**config.mk**
```make
export PLATFORM = sky130hd
export DESIGN_NAME = shf_system_handler
export DESIGN_NICKNAME = d
export VERILOG_FILES = /design/src/inc/shf_pkg.sv /design/src/shf_system_handler.sv
export VERILOG_INCLUDE_DIRS = /design/src /design/src/inc
export SDC_FILE = /design/constraint.sdc
export NUM_CORES = 1
export LEC_CHECK = 0
export BUFFER_PORTS_ARGS = -buffer_cell sky130_fd_sc_hd__buf_4
export CAP_MARGIN = 10
export CORE_ASPECT_RATIO = 1.2
export CORE_MARGIN = 2
export CORE_UTILIZATION = 35
export CTS_CLUSTER_DIAMETER = 60
export DETAILED_ROUTE_END_ITERATION = 10
export HOLD_SLACK_MARGIN = 0.03
export PLACE_DENSITY = 0.63
export SLEW_MARGIN = 25
export SYNTH_ARGS = -nofsm -noshare
export SYNTH_HDL_FRONTEND = slang
export SYNTH_SLANG_ARGS = --single-unit
```
**constraint.sdc**
```tcl
create_clock -name sys_clk -period 2.4 [get_ports sys_clk]
set_input_delay 0.12 -clock sys_clk [delete_from_list [all_inputs] [get_ports sys_clk]]
set_output_delay 0.12 -clock sys_clk [all_outputs]
set_load 0.1 [all_outputs]
```
**src/inc/shf_defs.svh**
```systemverilog
// Offsets, field positions and reset values of the system handler fault block
`ifndef SHF_DEFS_SVH
`define SHF_DEFS_SVH

`define SHF_ADDR_PRIO_TWO     12'h000
`define SHF_ADDR_PRIO_THREE   12'h004
`define SHF_ADDR_CTRL_STATE   12'h008
`define SHF_ADDR_FAULT_STATUS 12'h00c
`define SHF_ADDR_FAULT_ADDR   12'h010

`define SHF_SVC_PRI_HI        31
`define SHF_TICK_PRI_HI       31
`define SHF_PEND_PRI_HI       23
`define SHF_PRI_IMPL_MSB      7
`define SHF_PRI_IMPL_LSB      4

`define SHF_BIT_USG_EN        18
`define SHF_BIT_BUS_EN        17
`define SHF_BIT_MEM_EN        16
`define SHF_BIT_SVC_PEND      15
`define SHF_BIT_BUS_PEND      14
`define SHF_BIT_MEM_PEND      13
`define SHF_BIT_USG_PEND      12
`define SHF_BIT_TICK_ACT      11
`define SHF_BIT_PEND_ACT      10
`define SHF_BIT_MON_ACT       8
`define SHF_BIT_SVC_ACT       7
`define SHF_BIT_USG_ACT       3
`define SHF_BIT_BUS_ACT       1
`define SHF_BIT_MEM_ACT       0
`define SHF_CTRL_MASK         32'h0007fd8b

`define SHF_BIT_FETCH_VIOL    0
`define SHF_BIT_LDST_VIOL     1
`define SHF_BIT_UNSTK         3
`define SHF_BIT_STK           4
`define SHF_BIT_LAZY          5
`define SHF_BIT_ADDR_VALID    7
`define SHF_BIT_COPROCESSOR_ACCESS_FAULT          19
`define SHF_BIT_INVALID_RETURN_LOAD_FAULT         18
`define SHF_BIT_INVALID_STATE_FAULT      17
`define SHF_BIT_UNDEF         16
`define SHF_FAULT_MASK        32'h000f00bb

`define SHF_RESET_WORD        32'h00000000

`endif

```
**src/inc/shf_pkg.sv**
```systemverilog
// Types for the system handler fault block
package shf_pkg;

  // Memory fault causes reported by the core in one cycle
  typedef struct packed {
    logic        fetchViol;
    logic        ldstViol;
    logic        unstack;
    logic        stack;
    logic        lazySave;
    logic [31:0] addr;
  } shf_mem_fault_s;

  // Usage fault causes reported by the core
  typedef struct packed {
    logic coproc;
    logic invReturn;
    logic invalid_state_fault;
    logic undefined_instruction_fault;
  } shf_usage_fault_s;

  // Exception raised towards the core
  typedef enum logic [2:0] {
    SHF_EXC_NONE  = 3'b000,
    SHF_EXC_MEM   = 3'b001,
    SHF_EXC_BUS   = 3'b010,
    SHF_EXC_USAGE = 3'b011,
    SHF_EXC_HARD  = 3'b100
  } shf_exc_e;

  typedef enum logic [0:0] {
    SHF_IDLE   = 1'b0,
    SHF_ACCESS = 1'b1
  } shf_apb_e;

endpackage : shf_pkg

```
**src/shf_system_handler.sv**
```systemverilog
// System handler priority, control/state and configurable fault status over APB
// How it works
// - Priority two: supervisor call priority bits 31:24
// - Priority three: tick timer priority bits 31:24
// - Priority three: pendable service priority bits 23:16
// - Enables: usage 18, bus 17, memory 16
// - Pending bits 15..12, readable and directly writable
// - Active bits 11,10,8,7,3,1,0 read active
// - Writes to active bits change active state
// - Disabled configurable fault escalates to hard fault
// - Fetch violation sets flag, no address captured
// - Execute-never access always gives fetch violation
// - Load/store violation sets flag, captures address
// - Unstacking violation sets flag, no address
// - Stacking violation sets flag, no address
// - Usage flags at bits 19,18,17,16
// - Priority bytes keep only upper nibble
// - Address valid only while address register valid
// - Lazy float save violation has own flag
// - Low byte is memory fault status byte
//
// Added by the designer: register access over APB and the register offsets.
`include "shf_defs.svh"

module shf_system_handler (
  // Clock and reset
  input  wire logic                       sys_clk,
  input  wire logic                       rst,
  // APB slave
  input  wire logic                       psel,
  input  wire logic                       penable,
  input  wire logic                       pwrite,
  input  wire logic [11:0]                paddr,
  input  wire logic [31:0]                pwdata,
  input  wire logic [3:0]                 pstrb,
  output logic      [31:0]                prdata,
  output logic                            pready,
  output logic                            pslverr,
  // Fault causes from the core
  input  wire shf_pkg::shf_mem_fault_s    memFault,
  input  wire logic                       execNeverHit,
  input  wire logic                       busFaultIn,
  input  wire shf_pkg::shf_usage_fault_s  usageFault,
  // Exception state from the core
  input  wire logic                       svcPendSet,
  input  wire logic [6:0]                 activeSet,
  input  wire logic [6:0]                 activeClr,
  // Towards the core
  output shf_pkg::shf_exc_e               excRaise_ff,
  output logic      [3:0]                 svcPriority,
  output logic      [3:0]                 pendPriority,
  output logic      [3:0]                 tickPriority,
  output logic      [2:0]                 faultEnable
);

  logic [31:0] prio2_ff, nxt_prio2;
  logic [31:0] prio3_ff, nxt_prio3;
  logic [31:0] ctrl_ff, nxt_ctrl;
  logic [31:0] fault_ff, nxt_fault;
  logic [31:0] faultAddr_ff, nxt_faultAddr;
  shf_pkg::shf_exc_e nxt_exc;
  shf_pkg::shf_apb_e apbState_ff, nxt_apbState;

  logic        wrEn;
  logic [31:0] byteMask;
  logic        memEvent;
  logic        usageEvent;
  logic        fetchHit;
  logic        known;

  // Byte enables widened to a bit mask; priorities are byte accessible
  function automatic logic [31:0] strb_mask(input logic [3:0] s);
    strb_mask = {{8{s[3]}}, {8{s[2]}}, {8{s[1]}}, {8{s[0]}}};
  endfunction : strb_mask

  // Masked byte-lane merge of a write into a register image
  function automatic logic [31:0] merge(input logic [31:0] old, input logic [31:0] wd,
                                        input logic [31:0] lanes, input logic [31:0] impl);
    merge = ((old & ~lanes) | (wd & lanes)) & impl;
  endfunction : merge

  // Zero wait state: access phase completes in its first cycle
  assign pready  = psel & penable;
  assign wrEn    = psel & penable & pwrite;
  assign byteMask = strb_mask(pstrb);

  always_comb
  begin
    unique case (paddr)
      `SHF_ADDR_PRIO_TWO, `SHF_ADDR_PRIO_THREE, `SHF_ADDR_CTRL_STATE,
      `SHF_ADDR_FAULT_STATUS, `SHF_ADDR_FAULT_ADDR: known = 1'b1;
      default: known = 1'b0;
    endcase
  end

  assign pslverr = psel & penable & ~known;

  always_comb
  begin
    nxt_apbState = (psel & ~penable) ? shf_pkg::SHF_ACCESS : shf_pkg::SHF_IDLE;
  end

  // Execute-never regions fault even with no protection unit present
  assign fetchHit   = memFault.fetchViol | execNeverHit;
  assign memEvent   = fetchHit | memFault.ldstViol | memFault.unstack | memFault.stack
                    | memFault.lazySave;
  assign usageEvent = |usageFault;

  // Priority registers
  always_comb
  begin
    nxt_prio2 = prio2_ff;
    nxt_prio3 = prio3_ff;
    if (wrEn && paddr == `SHF_ADDR_PRIO_TWO)
      nxt_prio2 = merge(prio2_ff, pwdata, byteMask, 32'hf0000000);
    if (wrEn && paddr == `SHF_ADDR_PRIO_THREE)
      nxt_prio3 = merge(prio3_ff, pwdata, byteMask, 32'hf0f00000);
  end

  // Control and state: software write first, hardware set wins over it
  always_comb
  begin
    nxt_ctrl = ctrl_ff;
    if (wrEn && paddr == `SHF_ADDR_CTRL_STATE)
      nxt_ctrl = merge(ctrl_ff, pwdata, byteMask, `SHF_CTRL_MASK);
    nxt_ctrl[`SHF_BIT_MON_ACT]  = (nxt_ctrl[`SHF_BIT_MON_ACT]  & ~activeClr[6]) | activeSet[6];
    nxt_ctrl[`SHF_BIT_TICK_ACT] = (nxt_ctrl[`SHF_BIT_TICK_ACT] & ~activeClr[5]) | activeSet[5];
    nxt_ctrl[`SHF_BIT_PEND_ACT] = (nxt_ctrl[`SHF_BIT_PEND_ACT] & ~activeClr[4]) | activeSet[4];
    nxt_ctrl[`SHF_BIT_SVC_ACT]  = (nxt_ctrl[`SHF_BIT_SVC_ACT]  & ~activeClr[3]) | activeSet[3];
    nxt_ctrl[`SHF_BIT_USG_ACT]  = (nxt_ctrl[`SHF_BIT_USG_ACT]  & ~activeClr[2]) | activeSet[2];
    nxt_ctrl[`SHF_BIT_BUS_ACT]  = (nxt_ctrl[`SHF_BIT_BUS_ACT]  & ~activeClr[1]) | activeSet[1];
    nxt_ctrl[`SHF_BIT_MEM_ACT]  = (nxt_ctrl[`SHF_BIT_MEM_ACT]  & ~activeClr[0]) | activeSet[0];
    if (svcPendSet)
      nxt_ctrl[`SHF_BIT_SVC_PEND] = 1'b1;
    // Enabled faults pend their own handler; disabled ones escalate instead
    if (memEvent && ctrl_ff[`SHF_BIT_MEM_EN])
      nxt_ctrl[`SHF_BIT_MEM_PEND] = 1'b1;
    if (busFaultIn && ctrl_ff[`SHF_BIT_BUS_EN])
      nxt_ctrl[`SHF_BIT_BUS_PEND] = 1'b1;
    if (usageEvent && ctrl_ff[`SHF_BIT_USG_EN])
      nxt_ctrl[`SHF_BIT_USG_PEND] = 1'b1;
  end

  // Exception request; hard fault outranks the specific ones in the same cycle
  always_comb
  begin
    nxt_exc = shf_pkg::SHF_EXC_NONE;
    if ((memEvent && !ctrl_ff[`SHF_BIT_MEM_EN]) || (busFaultIn && !ctrl_ff[`SHF_BIT_BUS_EN])
        || (usageEvent && !ctrl_ff[`SHF_BIT_USG_EN]))
      nxt_exc = shf_pkg::SHF_EXC_HARD;
    else if (memEvent)
      nxt_exc = shf_pkg::SHF_EXC_MEM;
    else if (busFaultIn)
      nxt_exc = shf_pkg::SHF_EXC_BUS;
    else if (usageEvent)
      nxt_exc = shf_pkg::SHF_EXC_USAGE;
  end

  // Fault status is write-one-to-clear; a new cause in the same cycle wins
  always_comb
  begin
    nxt_fault     = fault_ff;
    nxt_faultAddr = faultAddr_ff;
    if (wrEn && paddr == `SHF_ADDR_FAULT_STATUS)
      nxt_fault = fault_ff & ~(pwdata & byteMask);
    if (fetchHit)
      nxt_fault[`SHF_BIT_FETCH_VIOL] = 1'b1;
    if (memFault.unstack)
      nxt_fault[`SHF_BIT_UNSTK] = 1'b1;
    if (memFault.stack)
      nxt_fault[`SHF_BIT_STK] = 1'b1;
    if (memFault.lazySave)
      nxt_fault[`SHF_BIT_LAZY] = 1'b1;
    if (memFault.ldstViol)
    begin
      nxt_fault[`SHF_BIT_LDST_VIOL]  = 1'b1;
      nxt_fault[`SHF_BIT_ADDR_VALID] = 1'b1;
      nxt_faultAddr = memFault.addr;
    end
    if (usageFault.coproc)
      nxt_fault[`SHF_BIT_COPROCESSOR_ACCESS_FAULT] = 1'b1;
    if (usageFault.invReturn)
      nxt_fault[`SHF_BIT_INVALID_RETURN_LOAD_FAULT] = 1'b1;
    if (usageFault.invalid_state_fault)
      nxt_fault[`SHF_BIT_INVALID_STATE_FAULT] = 1'b1;
    if (usageFault.undefined_instruction_fault)
      nxt_fault[`SHF_BIT_UNDEF] = 1'b1;
    nxt_fault = nxt_fault & `SHF_FAULT_MASK;
  end

  always_ff @(posedge sys_clk or posedge rst)
  begin
    if (rst)
    begin
      prio2_ff     <= `SHF_RESET_WORD;
      prio3_ff     <= `SHF_RESET_WORD;
      ctrl_ff      <= `SHF_RESET_WORD;
      fault_ff     <= `SHF_RESET_WORD;
      faultAddr_ff <= `SHF_RESET_WORD;
      excRaise_ff  <= shf_pkg::SHF_EXC_NONE;
      apbState_ff  <= shf_pkg::SHF_IDLE;
    end
    else
    begin
      prio2_ff     <= nxt_prio2;
      prio3_ff     <= nxt_prio3;
      ctrl_ff      <= nxt_ctrl;
      fault_ff     <= nxt_fault;
      faultAddr_ff <= nxt_faultAddr;
      excRaise_ff  <= nxt_exc;
      apbState_ff  <= nxt_apbState;
    end
  end

  // Read mux; unmapped addresses read zero
  always_comb
  begin
    unique case (paddr)
      `SHF_ADDR_PRIO_TWO:     prdata = prio2_ff;
      `SHF_ADDR_PRIO_THREE:   prdata = prio3_ff;
      `SHF_ADDR_CTRL_STATE:   prdata = ctrl_ff;
      `SHF_ADDR_FAULT_STATUS: prdata = fault_ff;
      `SHF_ADDR_FAULT_ADDR:   prdata = faultAddr_ff;
      default:                prdata = 32'h00000000;
    endcase
  end

  assign svcPriority  = prio2_ff[`SHF_SVC_PRI_HI -: 4];
  assign tickPriority = prio3_ff[`SHF_TICK_PRI_HI -: 4];
  assign pendPriority = prio3_ff[`SHF_PEND_PRI_HI -: 4];
  assign faultEnable  = ctrl_ff[`SHF_BIT_USG_EN:`SHF_BIT_MEM_EN];

endmodule : shf_system_handler

```
Yosys cells after proc, flatten, opt, wreduce, memory -nomap -nowiden
Cells that the tools add are included.
Operators by class
  multiplexer cells: 22
  equality and inequality tests: 4
  bitwise logic cells: 40
  reduce and logical (&&, ||, !) cells: 31
Operator list (number)
  32-bit one-hot mux with 5 select lines: 1
  32-bit AND: 3
  32-bit OR: 2
  32-bit inverter: 1
  2-bit nonzero test: 13
  12-bit by 4-bit equality test with 1-bit output, second input constant: 2
  20-bit AND: 1
  20-bit 2-to-1 mux: 1
  20-bit inverter: 1
  19-bit AND: 1
  19-bit OR: 1
  16-bit 2-to-1 mux: 1
  1-bit 2-to-1 mux: 15
  12-bit by 3-bit equality test with 1-bit output, second input constant: 1
  12-bit by 5-bit equality test with 1-bit output, second input constant: 1
  12-bit logical NOT: 1
  1-bit OR: 12
  1-bit AND: 10
  1-bit logical AND: 10
  1-bit inverter: 8
  2-bit 2-to-1 mux: 3
  5-bit OR reduction: 1
  4-bit OR reduction: 1
  1-bit logical NOT: 3
  other kinds (2): 3
Storage, ports and cells
  input bits: 111
  register bits: 71
  word-level logic and storage cells: 116

Depth between registers and ports, before layout
Gate-level depths: netlist (run 1).
  depth in word-level cells: 9
  depth in mapped cells: 6
  mapped depth without buffers: 4

Worst setup path before layout (run 1)
No wires, ideal clock.
  path type: input to output
  from: input paddr[1]
  to: output prdata[28]
  setup slack: -161 ps
  stages: 6
  buffers on the path: 2
  arrival time: 2441 ps
  path through: or4_4 > buf_6 > or3_1 > buf_6 > nor4b_4 > a221o_1
On the way
  word-level cells in the longest chain between the ends: 2
  elaborated cells on any way between the ends: 6
  classes of those cells: eq/ne: 4; mux: 1; reduce/logical: 1
RTL lines
  start, declared: RTL line shf_system_handler.sv:33  | input wire logic [11:0] paddr,
  12-bit by 5-bit equality test with 1-bit output, or another cell as far along: RTL line shf_system_handler.sv:218  | unique case (paddr)
  32-bit one-hot mux with 5 select lines *: RTL line shf_system_handler.sv:218
  end, declared: RTL line shf_system_handler.sv:36  | output logic [31:0] prdata,
Mark *: on every way between the ends. The rest lies on a longest branch, timed or not.

Final worst setup path (run 1)
  from: input paddr[1]
  to: register fault_ff[0]
On the way
  word-level cells in the longest chain between the ends: 3
RTL lines
  12-bit by 4-bit equality test with 1-bit output
  1-bit logical AND (no line)
  2-bit nonzero test (no line)
  end signal, assigned: RTL line shf_system_handler.sv:198  | fault_ff <= `SHF_RESET_WORD;
  end signal, assigned: RTL line shf_system_handler.sv:208  | fault_ff <= nxt_fault;
  end, declared: RTL line shf_system_handler.sv:59  | logic [31:0] fault_ff, nxt_fault;
No other way between the ends.
A chain may end at the register's enable or synchronous reset.

==> metrics.txt, run 1 <==
global-route wire length before repair=16,400 µm; Routed WL per cell=about 16 µm; Internal=approximately 2300 µW; Critical Path AT=2.47 ns; setup TNS=0 ns; number of port buffers=155; Synth Warn #=0; CTS tree=yes; # fillers=780; DRT iter0 DRCs=between 150 and 200; synthesized net count=400; Inserted Clock Buffers=9; dominant cell type by area after synthesis=dfrtp_1; slowest stage cell, crit path=dlygate4sd3_1; Switching Fraction=between 20 and 25%; Startpoint Class=primary input; H-tree depth=3; Setup crit end kind=register; start of the worst register-to-register path=fault_ff[0]; Clock power frac=44.2%; R2R Setup Slk=between 1 and 1.5 ns; #FFs+latches synth=71; GPL Wtd Cong=0.747; top post-synthesis cells by area=dfrtp_1, mux2_2, a22o_1; Final period util=about 94%; Sink Count=a little over 70; Finished Core Util=around three fifths; Routed WL=between 10,000 and 15,000 µm; fmax=~440 MHz; status=complete, no violations; worst hold path startpoint=pwdata[28]; DRT antenna net count=0; top cell type's share of synthesized area=approximately half; total setup buffers inserted after CTS=0; Worst Skew=0.00990 ns; post-synthesis sequential area ratio=approximately half; P_sw=between 600 and 700 µW; Max-Cap Viols=0; Slew headroom=between 40% and 50%; unrepaired setup endpoints after global routing=no; commonest non-fill, non-tap cell in the layout=buf_4; cts repair resizes=0; DRC=0; Die Wd=between 90 and 100 µm; crit path time final=around 2.3 ns; Clk pin slew, worst setup/hold paths=0.06 ns; CP cell instances=buf_4 > or4_4 > buf_4 > nor4_2 > buf_4 > nand3_1 > a211o_1 > dlygate4sd3_1; initial antenna violation count=0; final net count=roughly 610; R2R Path End=fault_ff[0]; ratio of cells with drive above 1 in the final layout=between 40 and 50%; DP Wirelength=between 7000 and 8000 µm; Critical Path Max Stage Delay=between 0.5 and 0.6 ns; Critical Path Most Common Cell=buf_4; Slew Limit Fails=0; critical path data required time=2.60 ns; cells on worst reg2reg path=2; cell row count=39; total number of vias=between 3,000 and 4,000; clock buffer depth=2; largest net degree at the start of global routing=38; Pwr per Cell Area=526 nW/µm²; Hold Path Depth=2; drt pass-1 iters=4; Vias/cell=roughly 5; antenna fix cells=0; overall routing resource usage=slightly below 20%; cell area after synthesis=3490 µm²; die area=approximately 11,000 µm²; Mapped Cells=about 290; CTS Hold Bufs=between 50 and 60; synthesis-to-layout area growth=63.8%; Skew-Pair Late Insertion Delay=between 0.3 and 0.4 ns; critical-path maximum fanout=6; Hold Crit Class=primary input to register; IO Pins=roughly 160; commonest non-fill, non-tap cells in the layout=buf_4, dfrtp_1, dlygate4sd3_1, mux2_2, and2_1; Die Y-Extent=between 100 and 150 µm; leak pwr=between 0.002 and 0.003 µW; Syn Area/Cell=between 10 and 15 µm²; core area=roughly 9600 µm²; sequential fraction of design power=42.9%; final setup vio count=0; total global routing overflow=0; Final Hold Viols=0; combinational share of power=between 10% and 20%; Crit Path Class=primary input to register; worst vdd ir=roughly 0.37 mV; actual slew at the worst max-slew pin=about 0.75 ns; Synth cell types=approximately 40; root buf cell=clkbuf_16; vias in the first global route=~3,400; Starting Density=~36%
through the flow:
step	power [µW]	instance area (µm²)	hold WS, ns	worst slack, ns	instances
6_report	3010	5720	0.0393	0.133	630
3_3_place_gp	1620	4860	0.309	0.188	559
3_5_place_dp	1630	4860	0.305	0.182	559
5_1_grt	3130	5720	0.0322	0.0342	630
4_1_cts	3040	5720	0.0307	0.145	630
2_1_floorplan	1450	3510	0.212	0.0127	289
synthesized netlist by cell type:
library cell / n
o22ai_1: 1
mux2i_1: 3
nor3b_1: 8
nor4_1: 6
nand3b_1: 1
buf_4: 4
and4_1: 1
a211oi_1: 1
or4b_1: 3
buf_6: 2
o21ai_0: 2
mux2_1: 2
and3_1: 3
a211o_1: 1
or4_4: 1
nand4b_1: 1
mux2_2: 44
nand2_1: 7
and2_1: 18
nor2_1: 3
and4b_1: 4
or4_1: 7
clkbuf_1: 12
dfrtp_1: 71
nor2b_1: 4
nor4b_4: 1
nand3_1: 14
nor4_4: 1
a22o_1: 15
and2_0: 1
a31oi_1: 2
a21o_1: 11
a21oi_1: 9
inv_1: 5
nor4_2: 1
or3b_2: 3
a222oi_1: 1
or3_1: 2
a221o_1: 9
buf_2: 3
o31a_1: 1
critical path: cells and delay by family:
family	cells	cell delay, ns
buffers and inverters	4	1.06
and+or+nand+nor	3	0.98
AOI/OAI and AO/OA	1	0.30
power groups by stage:
stage | combinational, µW | clock [µW] | sequential, µW
2_1_floorplan | 139 | 0 | 1310
3_3_place_gp | 313 | 0 | 1310
3_5_place_dp | 321 | 0 | 1310
4_1_cts | 394 | 1360 | 1290
5_1_grt | 425 | 1400 | 1300
6_report | 390 | 1330 | 1290
worst max-delay path by stage:
stage	startpoint	end	cells after the start
2_1_floorplan	paddr[1]	prdata[12]	5
3_3_place_gp	paddr[1]	prdata[29]	7
3_5_place_dp	paddr[1]	register	6
4_1_cts	paddr[1]	fault_ff[0]	8
5_1_grt	paddr[1]	fault_ff[0]	8
6_report	paddr[1]	fault_ff[0]	8
routing by layer:
metal	GRT usage (%)	routed length, µm
met4	8.21	244
met5	0	0
met1	23.0	4140
met2	35.7	5430
met3	3.17	519
logic make-up after synthesis:
logic type,Yosys count,share of synthesized area [%]
muxes,49,15.7
buffers and inverters,26,3.76
DFF,71,50.9
AOI/OAI and AO/OA,53,11.8
and+or+nand+nor,90,17.8
cell type report:
class                           count  area [µm²]  share of cell area [%]
Sequential cell                    71        1780                    31.1
Clock inverter                      5        58.8                    1.03
Multi-Input combinational cell    192        1610                    28.2
Timing Repair Buffer              224        1860                    32.5
Clock buffer                       10         239                    4.18
Inverter                            5        18.8                   0.328
Tap cell                          123         154                    2.69
Note: power is estimated with default switching activity, not from simulation.
==> inputs of run 2 (changes only) <==
--- a/config.mk
+++ b/config.mk
@@ -15,6 +15,7 @@
 export DETAILED_ROUTE_END_ITERATION = 10
 export HOLD_SLACK_MARGIN = 0.03
 export PLACE_DENSITY = 0.63
+export REMOVE_ABC_BUFFERS = 1
 export SLEW_MARGIN = 25
 export SYNTH_ARGS = -nofsm -noshare
 export SYNTH_HDL_FRONTEND = slang
==> run 2 against run 1 <==
Against the previous run:
- register-to-register slack barely moved
- die area unchanged
- clock-buffer cell count shrank 1
- highest routed layer unchanged
- maximum frequency grew 2.4%
- non-clock buffer count increased by 5
- largest power group unchanged
- worst setup slack better by 0.053 ns
- clock skew down 0.0059 ns
- routed wire length increased by 0.45%
- first-iteration DRC count fell by 29%
- sequential power about the same
==> metrics.txt, run 2 (synthesis gave the netlist of run 1 again) <==
status=complete, no violations; Critical Path Max Stage Delay=0.56 ns (about the same); CTS tree=yes; R2R Setup Slk=1.10 ns (about the same); crit path time final=2.21 ns (-0.0526 ns); Slew headroom=67.6% (+18 points); commonest non-fill, non-tap cell in the layout=buf_4; critical-path maximum fanout=11 (+5); final total power=3260 µW (+8.3%); CP top delay family=buffers and inverters; Vias/cell=5.07 (+0.87%); synthesis-to-layout area growth=65.9%; final setup vio count=0 (unchanged); sequential fraction of design power=39.6% (-3.3 points); global-route wire length before repair=16,800 µm (+2.0%); largest net degree at the start of global routing=29 (-24%); Slew Limit Fails=0 (unchanged); FF/Latch Area=1780 µm² (unchanged); commonest non-fill, non-tap cells in the layout=buf_4, dfrtp_1, dlygate4sd3_1, mux2_2, and2_1; Setup crit end kind=register; IO Pins=163 (unchanged); Crit Path Class=primary input to register; Sink Count=71 (unchanged); CP cell instances=buf_4 > or4_1 > buf_4 > nor4_2 > buf_12 > nand3_1 > a211o_1 > dlygate4sd3_1; DRT antenna net count=0 (unchanged); Inserted Clock Buffers=9 (unchanged); H-tree depth=3 (unchanged); Die Wd=95.2 µm (unchanged); Starting Density=36.3% (unchanged); cell row count=39 (unchanged); leak pwr=0.00268 µW (+1.7%); Final period util=92.3% (-2.2 points); combinational share of power=12.1% (-0.9 points); initial antenna violation count=0 (unchanged); Internal=2540 µW (+8.9%); actual slew at the worst max-slew pin=0.485 ns (-0.265 ns); Critical Path Most Common Cell=buf_4; Routed WL=10,400 µm (+0.45%); P_sw=719 µW (+5.9%); vias in the first global route=3,446 (+2.8%); total number of vias=3,222 (+1.8%); # fillers=787 (+0.90%); antenna fix cells=0 (unchanged); GPL Wtd Cong=0.749 (+0.39%); Multi-input gate area=1600 µm² (-0.85%); Critical Path AT=2.43 ns (-0.04 ns); clock buffer depth=2 (unchanged); DP Wirelength=7230 µm (-2.3%); Switching Fraction=22.1% (-0.48 points); Clk pin slew, worst setup/hold paths=0.06 ns (about the same); Routed WL per cell=16.3 µm (-0.49%); total global routing overflow=0 (unchanged); root buf cell=clkbuf_16; drt pass-1 iters=4 (unchanged); number of port buffers=155 (unchanged); final net count=619 (+0.81%); DRC=0 (unchanged); unrepaired setup endpoints after global routing=no; Hold Crit Class=primary input to register; worst path buffer plus inverter count=4 (unchanged); ratio of cells with drive above 1 in the final layout=46.6% (-2.1 points); die area=10,800 µm² (unchanged); Skew-Pair Late Insertion Delay=0.33 ns (about the same); core area=9610 µm² (unchanged); number of instances in the placed design=561 (+0.36%); slowest stage cell, crit path=dlygate4sd3_1; overall routing resource usage=19.9% (+0.11 points); Final Hold Viols=0 (unchanged); fmax=452 MHz (+2.4%); Startpoint Class=primary input; Worst Skew=0.00402 ns (-0.00589 ns); worst vdd ir=0.402 mV (+10%); Die Y-Extent=113 µm (unchanged); Finished Layout Cells=636 (+0.95%); Pwr per Cell Area=562 nW/µm² (+6.9%); critical path data required time=2.61 ns (about the same); DRT iter0 DRCs=114 (-29%); Clock power frac=48.2% (+4.0 points); Max-Cap Viols=0 (unchanged)
[run 2: cell types whose count changed in the layout (fill, tap and decap cells not counted), sizes merged]
cell and delta:
buf +2, clkinvlp -2, inv +2, clkbuf -1
dlygate4sd3 +3, bufinv +2
[run 2: worst reg2reg max path: cells and delay by family (launching register included)]
kind            cells  cell delay, ns
compound gates      1            0.25
buf+inv             1            0.56
flops               1            0.38
[run 2: metrics by stage]
| stage | setup TNS (ns) | worst slack (ns) | instance area [µm²] | hold slack [ns] | utilization [%] |
|---|---|---|---|---|---|
| after floorplan | -23.76 | -0.780 | 3380 | 0.212 | - |
| after global placement | 0 | 0.215 | 4850 | 0.113 | 50.5 |
| after detailed placement | 0 | 0.219 | 4850 | 0.113 | 50.5 |
| after CTS | 0 | 0.194 | 5790 | 0.0356 | 60.3 |
| after global routing | 0 | 0.0945 | 5790 | 0.0401 | 60.3 |
| final | 0 | 0.185 | 5790 | 0.0435 | 60.3 |
[run 2: metal layers]
layer  vias to the layer above  global-route usage, %  part of all wire [%]
li1                       1534                      -                     -
met1                      1559                   24.2                    40
met2                       106                   34.0                    51
met3                        23                   5.02                   6.7
met4                         0                   7.15                   2.3
met5                         -                      0                     0
[run 2: cell type report]
class                      instances  area share (%)
clock buffer                       9            3.89
clock inverter                     7            2.20
inverter                           5           0.345
multi-input combinational        192            27.6
sequential                        71            30.7
tap                              123            2.66
timing repair buffer             229            32.6
[run 2: path summary, 6_finish.rpt]
| path | startpoint | to | cells after the start |
|---|---|---|---|
| max | paddr[9] | fault_ff[0] | 8 |
| min | pwdata[16] | register | 3 |
| max reg2reg | fault_ff[0] | fault_ff[0] | 2 |
| min reg2reg | fault_ff[1] | fault_ff[1] | 1 |
| max in group asynchronous | rst | faultAddr_ff[31] | 4 |
| min in group asynchronous | rst | fault_ff[17] | 3 |
[run 2: power groups by stage]
stage | logic, µW | clock network [µW] | registers (µW)
floorplan | 128 | 0 | 1310
global placement | 313 | 0 | 1310
detailed placement | 321 | 0 | 1310
CTS | 397 | 1600 | 1290
global route | 430 | 1650 | 1300
finish | 395 | 1570 | 1290
[run 2: repair_timing]
action / CTS / global route
resized for setup: 0 / 0
hold buffers: 59 / 0
setup buffers: 0 / 0
hold endpoints to repair: 78 / 0
